File: src/smd_pkg.sv
// Constants, types and defaults for the setup delete and restore block
package smd_pkg;

	// Setup memory geometry
	localparam int XP_W = 32;
	localparam logic [6:0] SLOT_MIN = 7'h01;
	localparam logic [6:0] SLOT_MAX = 7'h64;
	localparam logic [6:0] SLOT_LAST_SRC = 7'h63;

	// Command opcodes and parameters
	localparam logic [1:0] OP_DELETE = 2'h1;
	localparam logic [1:0] OP_RESTORE = 2'h2;
	localparam logic [7:0] RESTORE_PARAM = 8'h00;

	// Register offsets
	localparam logic [7:0] OFS_CMD = 8'h00;
	localparam logic [7:0] OFS_STATUS = 8'h04;
	localparam logic [7:0] OFS_SEL = 8'h08;
	localparam logic [7:0] OFS_DATA = 8'h0C;
	localparam logic [7:0] OFS_MODE = 8'h10;
	localparam logic [7:0] OFS_SRQ = 8'h14;
	localparam logic [7:0] OFS_DOUT = 8'h18;
	localparam logic [7:0] OFS_SETTLE = 8'h1C;
	localparam logic [7:0] OFS_MBROWS = 8'h20;
	localparam logic [7:0] OFS_BMROWS = 8'h24;
	localparam logic [7:0] OFS_STEP = 8'h28;
	localparam logic [7:0] OFS_RELAY = 8'h2C;
	localparam logic [7:0] OFS_ADDR = 8'h30;

	// Status field positions
	localparam int STAT_BUSY = 0;
	localparam int STAT_ERR = 1;
	localparam int STAT_BLANK = 2;

	// Operating mode settings
	typedef struct packed {
		logic trig_falling;
		logic settled_neg;
		logic full_fmt;
		logic eoi_hold;
		logic trig_en;
		logic [2:0] trig_src;
		logic [1:0] term_sel;
		logic [2:0] unspec;
	} smd_mode_t;

	// Numeric parameter settings
	typedef struct packed {
		logic [7:0] srq_mask;
		logic [15:0] dout;
		logic [15:0] settle_ms;
		logic [31:0] mb_rows;
		logic [31:0] bm_rows;
	} smd_parm_t;

	// Command word in the low bits of a command write
	typedef struct packed {
		logic [1:0] op;
		logic [7:0] param;
	} smd_cmd_t;

	typedef enum logic [1:0] {
		ST_IDLE = 2'b00,
		ST_SHIFT = 2'b01,
		ST_CLRTOP = 2'b10,
		ST_CLRALL = 2'b11
	} smd_state_t;

	// Reset and restore values
	localparam smd_mode_t MODE_DFLT = '{
		trig_falling: 1'b1,
		settled_neg: 1'b1,
		full_fmt: 1'b1,
		eoi_hold: 1'b1,
		trig_en: 1'b0,
		trig_src: 3'h7,
		term_sel: 2'h0,
		unspec: 3'h0
	};
	localparam smd_parm_t PARM_DFLT = '{
		srq_mask: 8'h00,
		dout: 16'h0000,
		settle_ms: 16'h0000,
		mb_rows: 32'h00000000,
		bm_rows: 32'h00000000
	};
	localparam logic [7:0] RSTEP_DFLT = 8'h00;
	localparam logic [7:0] MSTEP_DFLT = 8'h01;
	localparam logic [4:0] PADDR_DFLT = 5'h12;
	localparam logic MS_DFLT = 1'b0;

endpackage

File: src/smd_setup_ctl.sv
// Setup delete and default restore command execution
//
// What this block does
// - Delete accepts setup numbers 1 to 100
// - Delete shifts higher setups down one slot
// - Top setup slot cleared after shift
// - Display blanked while delete runs
// - Deleting setup 100 only clears it
// - Restore clears every stored setup
// - Restore clears both row selection sets
// - Restore opens relays, steps to 000/001
// - Restore selects falling trigger edge
// - Restore makes settled output active low
// - Restore selects full output format
// - Restore sets EOI and execute holdoff
// - Restore clears the SRQ source mask
// - Restore drives all digital outputs low
// - Restore zeroes added settling time
// - Restore selects external trigger source
// - Restore zeroes both row masks
// - Restore selects CR LF terminator
// - Restore keeps address and master/slave
// - Restore leaves triggering disabled
// - Defaults also at reset and bus clear; bus clear keeps stored setups
//
// The implementer's own choices: the strobed register port and the address map.
`timescale 1ns/1ps

module smd_setup_ctl (
	// Clock and reset
	input wire logic sys_clk,
	input wire logic srst,
	// Register port
	input wire logic [7:0] reg_addr,
	input wire logic [31:0] reg_wdata,
	input wire logic reg_wr,
	input wire logic reg_rd,
	output logic [31:0] reg_rdata,
	// Universal clear pulse
	input wire logic bus_clear,
	// Instrument outputs
	output logic display_blank,
	output logic busy,
	output logic [31:0] relay_xp,
	output logic [15:0] dig_out,
	output smd_pkg::smd_mode_t mode_out
);

	smd_pkg::smd_state_t state_ff, nxt_state;
	logic [6:0] idx_ff, nxt_idx;
	logic [6:0] sel_ff;
	logic [6:0] idx_p1;
	logic [31:0] mem [1:100];
	smd_pkg::smd_mode_t mode_ff;
	smd_pkg::smd_parm_t parm_ff;
	logic [31:0] relay_ff;
	logic [7:0] rstep_ff;
	logic [7:0] mstep_ff;
	logic [4:0] paddr_ff;
	logic ms_ff;
	logic err_ff;
	logic busy_ff;
	logic blank_ff;
	logic [31:0] rdata_ff;
	smd_pkg::smd_cmd_t cmd;
	logic idle;
	logic cmd_wr;
	logic del_go;
	logic rst_go;
	logic bad_cmd;
	logic cfg_wr;
	logic defaults_go;
	logic sel_ok;

	assign cmd = smd_pkg::smd_cmd_t'(reg_wdata[9:0]);
	assign idle = (state_ff == smd_pkg::ST_IDLE);
	assign cmd_wr = reg_wr && (reg_addr == smd_pkg::OFS_CMD);
	assign del_go = cmd_wr && idle && (cmd.op == smd_pkg::OP_DELETE) &&
		(cmd.param >= {1'b0, smd_pkg::SLOT_MIN}) &&
		(cmd.param <= {1'b0, smd_pkg::SLOT_MAX});
	assign rst_go = cmd_wr && idle && (cmd.op == smd_pkg::OP_RESTORE) &&
		(cmd.param == smd_pkg::RESTORE_PARAM);
	assign bad_cmd = cmd_wr && !(del_go || rst_go);
	assign cfg_wr = reg_wr && idle;
	assign defaults_go = srst || bus_clear || rst_go;
	assign idx_p1 = idx_ff + smd_pkg::SLOT_MIN;
	assign sel_ok = (sel_ff >= smd_pkg::SLOT_MIN) &&
		(sel_ff <= smd_pkg::SLOT_MAX);

	// Sequencer next state
	always_comb begin
		nxt_state = state_ff;
		nxt_idx = idx_ff;
		unique case (state_ff)
			smd_pkg::ST_IDLE: begin
				if (del_go) begin
					if (cmd.param[6:0] == smd_pkg::SLOT_MAX) begin
						nxt_state = smd_pkg::ST_CLRTOP;
					end else begin
						nxt_state = smd_pkg::ST_SHIFT;
					end
					nxt_idx = cmd.param[6:0];
				end else if (rst_go) begin
					nxt_state = smd_pkg::ST_CLRALL;
					nxt_idx = smd_pkg::SLOT_MIN;
				end
			end
			smd_pkg::ST_SHIFT: begin
				nxt_idx = idx_p1;
				if (idx_ff == smd_pkg::SLOT_LAST_SRC) begin
					nxt_state = smd_pkg::ST_CLRTOP;
				end
			end
			smd_pkg::ST_CLRTOP: begin
				nxt_state = smd_pkg::ST_IDLE;
			end
			smd_pkg::ST_CLRALL: begin
				nxt_idx = idx_p1;
				if (idx_ff == smd_pkg::SLOT_MAX) begin
					nxt_state = smd_pkg::ST_IDLE;
				end
			end
		endcase
	end

	// Sequencer state, memory swept clean after reset
	always_ff @(posedge sys_clk) begin
		if (srst) begin
			state_ff <= smd_pkg::ST_CLRALL;
			idx_ff <= smd_pkg::SLOT_MIN;
		end else begin
			state_ff <= nxt_state;
			idx_ff <= nxt_idx;
		end
	end

	// Setup memory
	always_ff @(posedge sys_clk) begin
		unique case (state_ff)
			smd_pkg::ST_SHIFT: begin
				mem[idx_ff] <= mem[idx_p1];
			end
			smd_pkg::ST_CLRTOP: begin
				mem[smd_pkg::SLOT_MAX] <= 32'h00000000;
			end
			smd_pkg::ST_CLRALL: begin
				mem[idx_ff] <= 32'h00000000;
			end
			smd_pkg::ST_IDLE: begin
				if (reg_wr && (reg_addr == smd_pkg::OFS_DATA) && sel_ok) begin
					mem[sel_ff] <= reg_wdata;
				end
			end
		endcase
	end

	// Setup select register
	always_ff @(posedge sys_clk) begin
		if (srst) begin
			sel_ff <= smd_pkg::SLOT_MIN;
		end else if (reg_wr && (reg_addr == smd_pkg::OFS_SEL)) begin
			sel_ff <= reg_wdata[6:0];
		end
	end

	// Mode settings
	always_ff @(posedge sys_clk) begin
		if (defaults_go) begin
			mode_ff <= smd_pkg::MODE_DFLT;
		end else if (cfg_wr && (reg_addr == smd_pkg::OFS_MODE)) begin
			mode_ff <= smd_pkg::smd_mode_t'(reg_wdata[12:0]);
		end
	end

	// Numeric settings
	always_ff @(posedge sys_clk) begin
		if (defaults_go) begin
			parm_ff <= smd_pkg::PARM_DFLT;
		end else if (cfg_wr) begin
			unique case (reg_addr)
				smd_pkg::OFS_SRQ: parm_ff.srq_mask <= reg_wdata[7:0];
				smd_pkg::OFS_DOUT: parm_ff.dout <= reg_wdata[15:0];
				smd_pkg::OFS_SETTLE: parm_ff.settle_ms <= reg_wdata[15:0];
				smd_pkg::OFS_MBROWS: parm_ff.mb_rows <= reg_wdata;
				smd_pkg::OFS_BMROWS: parm_ff.bm_rows <= reg_wdata;
				default: parm_ff <= parm_ff;
			endcase
		end
	end

	// Present relays and step pointers
	always_ff @(posedge sys_clk) begin
		if (defaults_go) begin
			relay_ff <= 32'h00000000;
			rstep_ff <= smd_pkg::RSTEP_DFLT;
			mstep_ff <= smd_pkg::MSTEP_DFLT;
		end else if (cfg_wr && (reg_addr == smd_pkg::OFS_RELAY)) begin
			relay_ff <= reg_wdata;
		end else if (cfg_wr && (reg_addr == smd_pkg::OFS_STEP)) begin
			rstep_ff <= reg_wdata[7:0];
			mstep_ff <= reg_wdata[15:8];
		end
	end

	// Bus address and master/slave, untouched by restore
	always_ff @(posedge sys_clk) begin
		if (srst) begin
			paddr_ff <= smd_pkg::PADDR_DFLT;
			ms_ff <= smd_pkg::MS_DFLT;
		end else if (cfg_wr && (reg_addr == smd_pkg::OFS_ADDR)) begin
			paddr_ff <= reg_wdata[4:0];
			ms_ff <= reg_wdata[8];
		end
	end

	// Sticky command error, set wins over clear
	always_ff @(posedge sys_clk) begin
		if (srst) begin
			err_ff <= 1'b0;
		end else if (bad_cmd) begin
			err_ff <= 1'b1;
		end else if (reg_wr && (reg_addr == smd_pkg::OFS_STATUS) &&
			reg_wdata[smd_pkg::STAT_ERR]) begin
			err_ff <= 1'b0;
		end
	end

	// Busy and display blanking
	always_ff @(posedge sys_clk) begin
		if (srst) begin
			busy_ff <= 1'b1;
			blank_ff <= 1'b0;
		end else begin
			busy_ff <= (nxt_state != smd_pkg::ST_IDLE);
			blank_ff <= (nxt_state == smd_pkg::ST_SHIFT) ||
				(nxt_state == smd_pkg::ST_CLRTOP);
		end
	end

	// Read data, valid only in the cycle after a read
	always_ff @(posedge sys_clk) begin
		if (srst || !reg_rd) begin
			rdata_ff <= 32'h00000000;
		end else begin
			unique case (reg_addr)
				smd_pkg::OFS_STATUS: rdata_ff <= {29'h0, blank_ff, err_ff,
					busy_ff};
				smd_pkg::OFS_SEL: rdata_ff <= {25'h0, sel_ff};
				smd_pkg::OFS_DATA: rdata_ff <= sel_ok ? mem[sel_ff] :
					32'h00000000;
				smd_pkg::OFS_MODE: rdata_ff <= {19'h0, mode_ff};
				smd_pkg::OFS_SRQ: rdata_ff <= {24'h0, parm_ff.srq_mask};
				smd_pkg::OFS_DOUT: rdata_ff <= {16'h0, parm_ff.dout};
				smd_pkg::OFS_SETTLE: rdata_ff <= {16'h0, parm_ff.settle_ms};
				smd_pkg::OFS_MBROWS: rdata_ff <= parm_ff.mb_rows;
				smd_pkg::OFS_BMROWS: rdata_ff <= parm_ff.bm_rows;
				smd_pkg::OFS_STEP: rdata_ff <= {16'h0, mstep_ff, rstep_ff};
				smd_pkg::OFS_RELAY: rdata_ff <= relay_ff;
				smd_pkg::OFS_ADDR: rdata_ff <= {23'h0, ms_ff, 3'h0, paddr_ff};
				default: rdata_ff <= 32'h00000000;
			endcase
		end
	end

	assign reg_rdata = rdata_ff;
	assign display_blank = blank_ff;
	assign busy = busy_ff;
	assign relay_xp = relay_ff;
	assign dig_out = parm_ff.dout;
	assign mode_out = mode_ff;

	// Checking helpers
	logic [6:0] chk_idx_ff;
	logic [31:0] chk_val_ff;
	always_ff @(posedge sys_clk) begin
		chk_idx_ff <= idx_ff;
		chk_val_ff <= (idx_ff < smd_pkg::SLOT_MAX) ? mem[idx_p1] :
			32'h00000000;
	end
endmodule
File: config.mk
export PLATFORM = sky130hd
export DESIGN_NAME = smd_setup_ctl
export DESIGN_NICKNAME = d
export VERILOG_FILES = /design/src/smd_pkg.sv /design/src/smd_setup_ctl.sv
export SDC_FILE = /design/constraint.sdc
export NUM_CORES = 2
export LEC_CHECK = 0
export BUFFER_PORTS_ARGS = -buffer_cell sky130_fd_sc_hd__buf_2
export CORE_MARGIN = 2
export CORE_UTILIZATION = 50
export DETAILED_ROUTE_END_ITERATION = 8
export PLACE_DENSITY = 0.65
export SYNTH_ARGS = -nofsm -noshare
export SYNTH_HDL_FRONTEND = slang
export SYNTH_SLANG_ARGS = --single-unit
File: constraint.sdc
create_clock -name sys_clk -period 11.1 [get_ports sys_clk]
set_input_delay 0 -clock sys_clk [delete_from_list [all_inputs] [get_ports sys_clk]]
set_output_delay 0 -clock sys_clk [all_outputs]
set_load 0.1 [all_outputs]
* After elaboration in Yosys (flattened, before gate mapping)
Memory sizes are Yosys's and may differ from the RTL's. A register that Yosys moved wholly into a read port is not among the register bits. Index checks and enable logic that the tools add are counted.
Word-level totals: bits in writable memories 3200, ROM bits 0, flip-flop bits (word level) 222, latch bits 0, memories 1
Cells by class: add/sub/neg operators 1, div/mod/pow operators 0, bitwise operators 2, multiplexer cells 31, reductions and logical operators 42, $lt $le $gt $ge 4, equality and inequality tests 23, $mul 0, shift-type cells 0
Memories:
- mem | depth 100, bits a word 32, read ports 2, clocked after Yosys merged registers in 1, wr ports 1, RTL line smd_setup_ctl.sv:53 | logic [31:0] mem [1:100];
Operator list (number):
- $pmux W32 S12 | 1
- $mux W32 | 4
- $reduce_or A32 Y1 | 2
- $mux W7 | 6
- $eq A8 B6 Y1 const B | 5
- $eq A8 B5 Y1 const B | 4
- $eq A7 B7 Y1 const B | 3
- $logic_and A1 B1 Y1 | 19
- $eq A8 B4 Y1 const B | 2
- $logic_not A8 Y1 | 2
- $pmux W7 S2 | 1
- $reduce_and A2 Y1 | 7
- $mux W1 | 13
- $mux W2 | 5
- $eq A2 B2 Y1 const B | 4
- $eq A8 B3 Y1 const B | 1
- $ge A8 B1 Y1 const B | 1
- $le A8 B7 Y1 const B | 1
- $pmux W2 S4 | 1
- $add A7 B1 Y7 const B | 1
- $ge A7 B1 Y1 const B | 1
- $le A7 B7 Y1 const B | 1
- $eq A2 B1 Y1 const B | 3
- $reduce_bool A2 Y1 | 3
- other kinds (7) | 12

* Depth between registers and ports, before layout
depth in word-level cells 10, depth in mapped cells 19

* Worst setup path before layout
Ideal clock, no wire load.
kind flip-flop to flip-flop, start register idx_ff[0], end memory mem[100][30] (data pin), slack 1126 ps, buffers on the path 10, arrival 8746 ps, cell stages (with the launch flop) 18, data required time 9872 ps, cell sequence dfxtp_1 buf_2 buf_2 buf_2 buf_2 buf_1 inv_1 ha_1 buf_2 buf_6 buf_6 buf_6 buf_4 mux4_2 mux2i_1 a2111oi_0 nor4_1 nor4_1
On the way: longest elaborated chain between the ends 5
RTL lines:
- start: declaration | RTL line smd_setup_ctl.sv:50 | logic [6:0] idx_ff, nxt_idx;
- start signal: assignment | RTL line smd_setup_ctl.sv:130 | idx_ff <= smd_pkg::SLOT_MIN;
- start signal: assignment | RTL line smd_setup_ctl.sv:133 | idx_ff <= nxt_idx;
- $add A7 B1 Y7 | RTL line smd_setup_ctl.sv:86 | assign idx_p1 = idx_ff + smd_pkg::SLOT_MIN;
- $mem_v2 Z100 W32
- $mux W32 (no line) (3 in series)
- end: declaration | RTL line smd_setup_ctl.sv:53
No other way between the ends.

* Worst setup path after layout
start register idx_ff[0], end memory mem[51][26] (data pin)
The elaborated chain is that of the path after synthesis.

==> impl_metrics.yaml <==
global_routing:
  grt_max_degree: 112
  antenna_found_initial: 39
  track_usage: 0.354
  grt_overflow: 0
  grt_pass1_vias: 93871
  grt_pass1_wl_microns: 781000
power:
  switching_share: 0.238
  combPwrFrac: 0.097
  seqPwrFrac: 0.485
  powerDensity_mw_per_mm2: 163
  p_sw_uw: 6870
  power_frac_clock: 0.419
  cellLeakagePower_uw: 0.0573
  ir_worst_vdd_mv: 0.209
  p_int_uw: 22000
synthesis:
  ys_seq_elements: 3429
  ys_warn_count: 0
  yosysMostFrequentCell: "edfxtp_1"
  synth_area_leaders: "edfxtp_1, mux4_2, dfxtp_1"
  synth_common_cells: "edfxtp_1, mux4_2, nand2_1"
  yosys.area.top_type: "edfxtp_1"
  synth_flop_cell: "edfxtp_1"
  syn_inst: 8218
  syn_nets: 8266
  syn_avg_cell_area_sq_um: 19.2
  yosysTopAreaCellShare: 0.608
  synth_area_sq_mm: 0.158
  async_flop_share: 0
  synth-edff-count: 3200
  ys_types: 86
  yosysSeqAreaShare: 0.637
layout:
  final_area_sq_mm: 0.177
  nets: 8511
  areaGrowthSynthToFinish_pct: 12.0
  final_core_util: 0.562
  drive_gt1_frac: 0.342
  n_fill_cell: 23271
worst_setup_path:
  crit_chain: "buf_4 -> nand3_1 -> xnor2_4 -> buf_4 -> buf_4 -> mux4_2 -> a211oi_1 -> nor3_2 -> buf_4"
  worstRegToRegCells: 9
  cp.arrival_ns: 7.44
  regToRegSetupSlack_ns: 4.22
  endpoint_kind: "flop"
  crit_required_ns: 11.66
  r2r_start: "idx_ff[0]"
  crit_path_max_incr_delay_ns: 0.97
  path_delay_family: "buffers and inverters"
  cp_max_fo: 69
  crit_top_cell: "buf_4"
  cpMaxStageDelayCell: "dfxtp_4"
  r2r-end: "mem[51][26]"
  crit_type: "reg2reg"
  start_kind: "flop"
  cp_num_buf_inv: 4
timing:
  slew_violations: 3
  period_needed_ns: 6.88
  period_share: 0.620
  setup_viol: 0
  worst_slack_ns: 4.22
  relSlewSlack: -0.0203
  whs_ns: 0.0637
  fmax_mhz: 145
  skew_ns: 0.0738
  tns_ns: 0
  rsz0062_at_grt: "false"
  hold_viol_final: 0
  tightestPinTransition_ns: 1.53
clock_tree:
  cts-root-buf: "clkbuf_16"
  cts.sinks: 3429
  cts_tree: "yes"
  htreeDepth: 5
  clkTransAtPathRegs_ns: 0.06
  numCtsBuffers: 351
  cts_resized: 0
  cts_setup_buffers: 0
  cts_buffer_depth: 4
  clk_latency_ns: 1.00
  hold_buffers: 89
floorplanning:
  die_y_microns: 566
  num_io_pins: 140
  dieWidth_microns: 566
  core-area_sq_mm: 0.315
  dieArea_sq_mm: 0.321
  rows: 206
  initial_core_util: 0.502
detailed_routing:
  route.detailed.drc: 4
  antenna_left: 0
  wl_per_cell_microns: 44.4
  routed_wl_microns: 573000
  route.vias.total: 97382
  first_pass_iters: 9
  via_per_inst: 7.53
  first_iter_violations: 17518
place:
  dp_slack_ns: 4.36
  io_buffers: 139
  place_area_sq_mm: 0.164
  gp_congestion: 0.940
  dp_hpwl_microns: 335000
worst_hold_path:
  min_from: "reg_wdata[4]"
  hold_end: "parm_ff[4]"
  hold_class: "in2reg"
  hold_path_depth: 4
run_status:
  violations: "design-rule violations, max-capacitance violations, max-slew violations"
  outcome: "finished, violations left"
flow_run:
  cap_viol_max_count: 1
==> layout make-up <==
class / instances / area [sq um] / area share
antenna: 17 / 42.5 / 0.000240
clock buffer: 431 / 9250 / 0.0523
clock inverter: 207 / 2350 / 0.0133
inverter: 33 / 131 / 0.000742
multi-input combinational: 4066 / 54800 / 0.309
sequential: 3429 / 101000 / 0.569
tap: 4160 / 5200 / 0.0294
timing repair buffer: 582 / 4510 / 0.0255
==> worst reg2reg max path, stage by stage, from the launching register on <==
cell and delay, ns:
dfxtp_4 0.97, buf_4 0.74, nand3_1 0.50, xnor2_4 0.68
buf_4 0.69, buf_4 0.68, mux4_2 0.82, a211oi_1 0.76
nor3_2 0.14, buf_4 0.39
==> through the flow <==
stage	total power, uW	std cells
final	28900	12925
after global routing	29500	12915
after CTS	28900	12907
after detailed placement	17000	12180
after global placement	17000	12177
after floorplan	16200	8218
==> flip-flops by register name, summed over array words and instances (netlist names), 8 cells and up, named ones only <==
signal,flops
reg_rdata,32
mem,3200
mode_out,13
relay_xp,32
mstep_ff,8
parm_ff,88
rstep_ff,8
dig_out,16
==> power by group through the flow <==
stage,Clock [uW],Combinational [uW],Sequential [uW]
floorplan,0,1900,14300
global placement,0,2720,14300
detailed placement,0,2710,14300
CTS,12100,2750,14000
global route,12600,2860,14000
finish,12100,2790,14000
==> worst max-delay path by stage <==
stage / startpoint / end / slack [ns] / cells past startpoint
5_1_grt: idx_ff[0] / mem[62][14] / 3.80 / 10
3_3_place_gp: idx_ff[0] / mem[5][31] / 3.49 / 10
2_1_floorplan: idx_ff[0] / mem[100][30] / 1.13 / 17
6_report: idx_ff[0] / mem[51][26] / 4.22 / 9
4_1_cts: idx_ff[0] / mem[28][14] / 4.31 / 10
3_5_place_dp: idx_ff[0] / mem[17][14] / 4.36 / 10
==> layout by cell type (no fill, tap or decap), types with 122 or more instances in the layout <==
master	count
a211oi_1	122
buf_4	330
buf_2	139
nor2_1	191
a21oi_1	252
mux2i_1	188
dfxtp_1	220
mux4_2	1774
clkbuf_16	357
nand2_1	586
edfxtp_1	3200
==> kinds of logic (layout without fill, tap and decap cells) <==
| group | after synthesis | after routing | synth area share |
|---|---|---|---|
| compound gates | 838 | 838 | 0.0372 |
| simple gates | 1222 | 1222 | 0.0340 |
| buf+inv | 723 | 1253 | 0.0238 |
| mux | 1996 | 1996 | 0.267 |
| other cells | 0 | 17 | 0 |
| flops | 3429 | 3429 | 0.637 |
| xor+xnor | 7 | 7 | 0.000483 |
| fa+ha+maj | 3 | 3 | 0.000238 |
==> routing by layer <==
metal,wire length (microns),track usage
met5,370,0.00342
met4,43600,0.215
met3,93200,0.136
met2,246000,0.505
met1,190000,0.462
No activity file was read; power rests on OpenSTA's default activity.
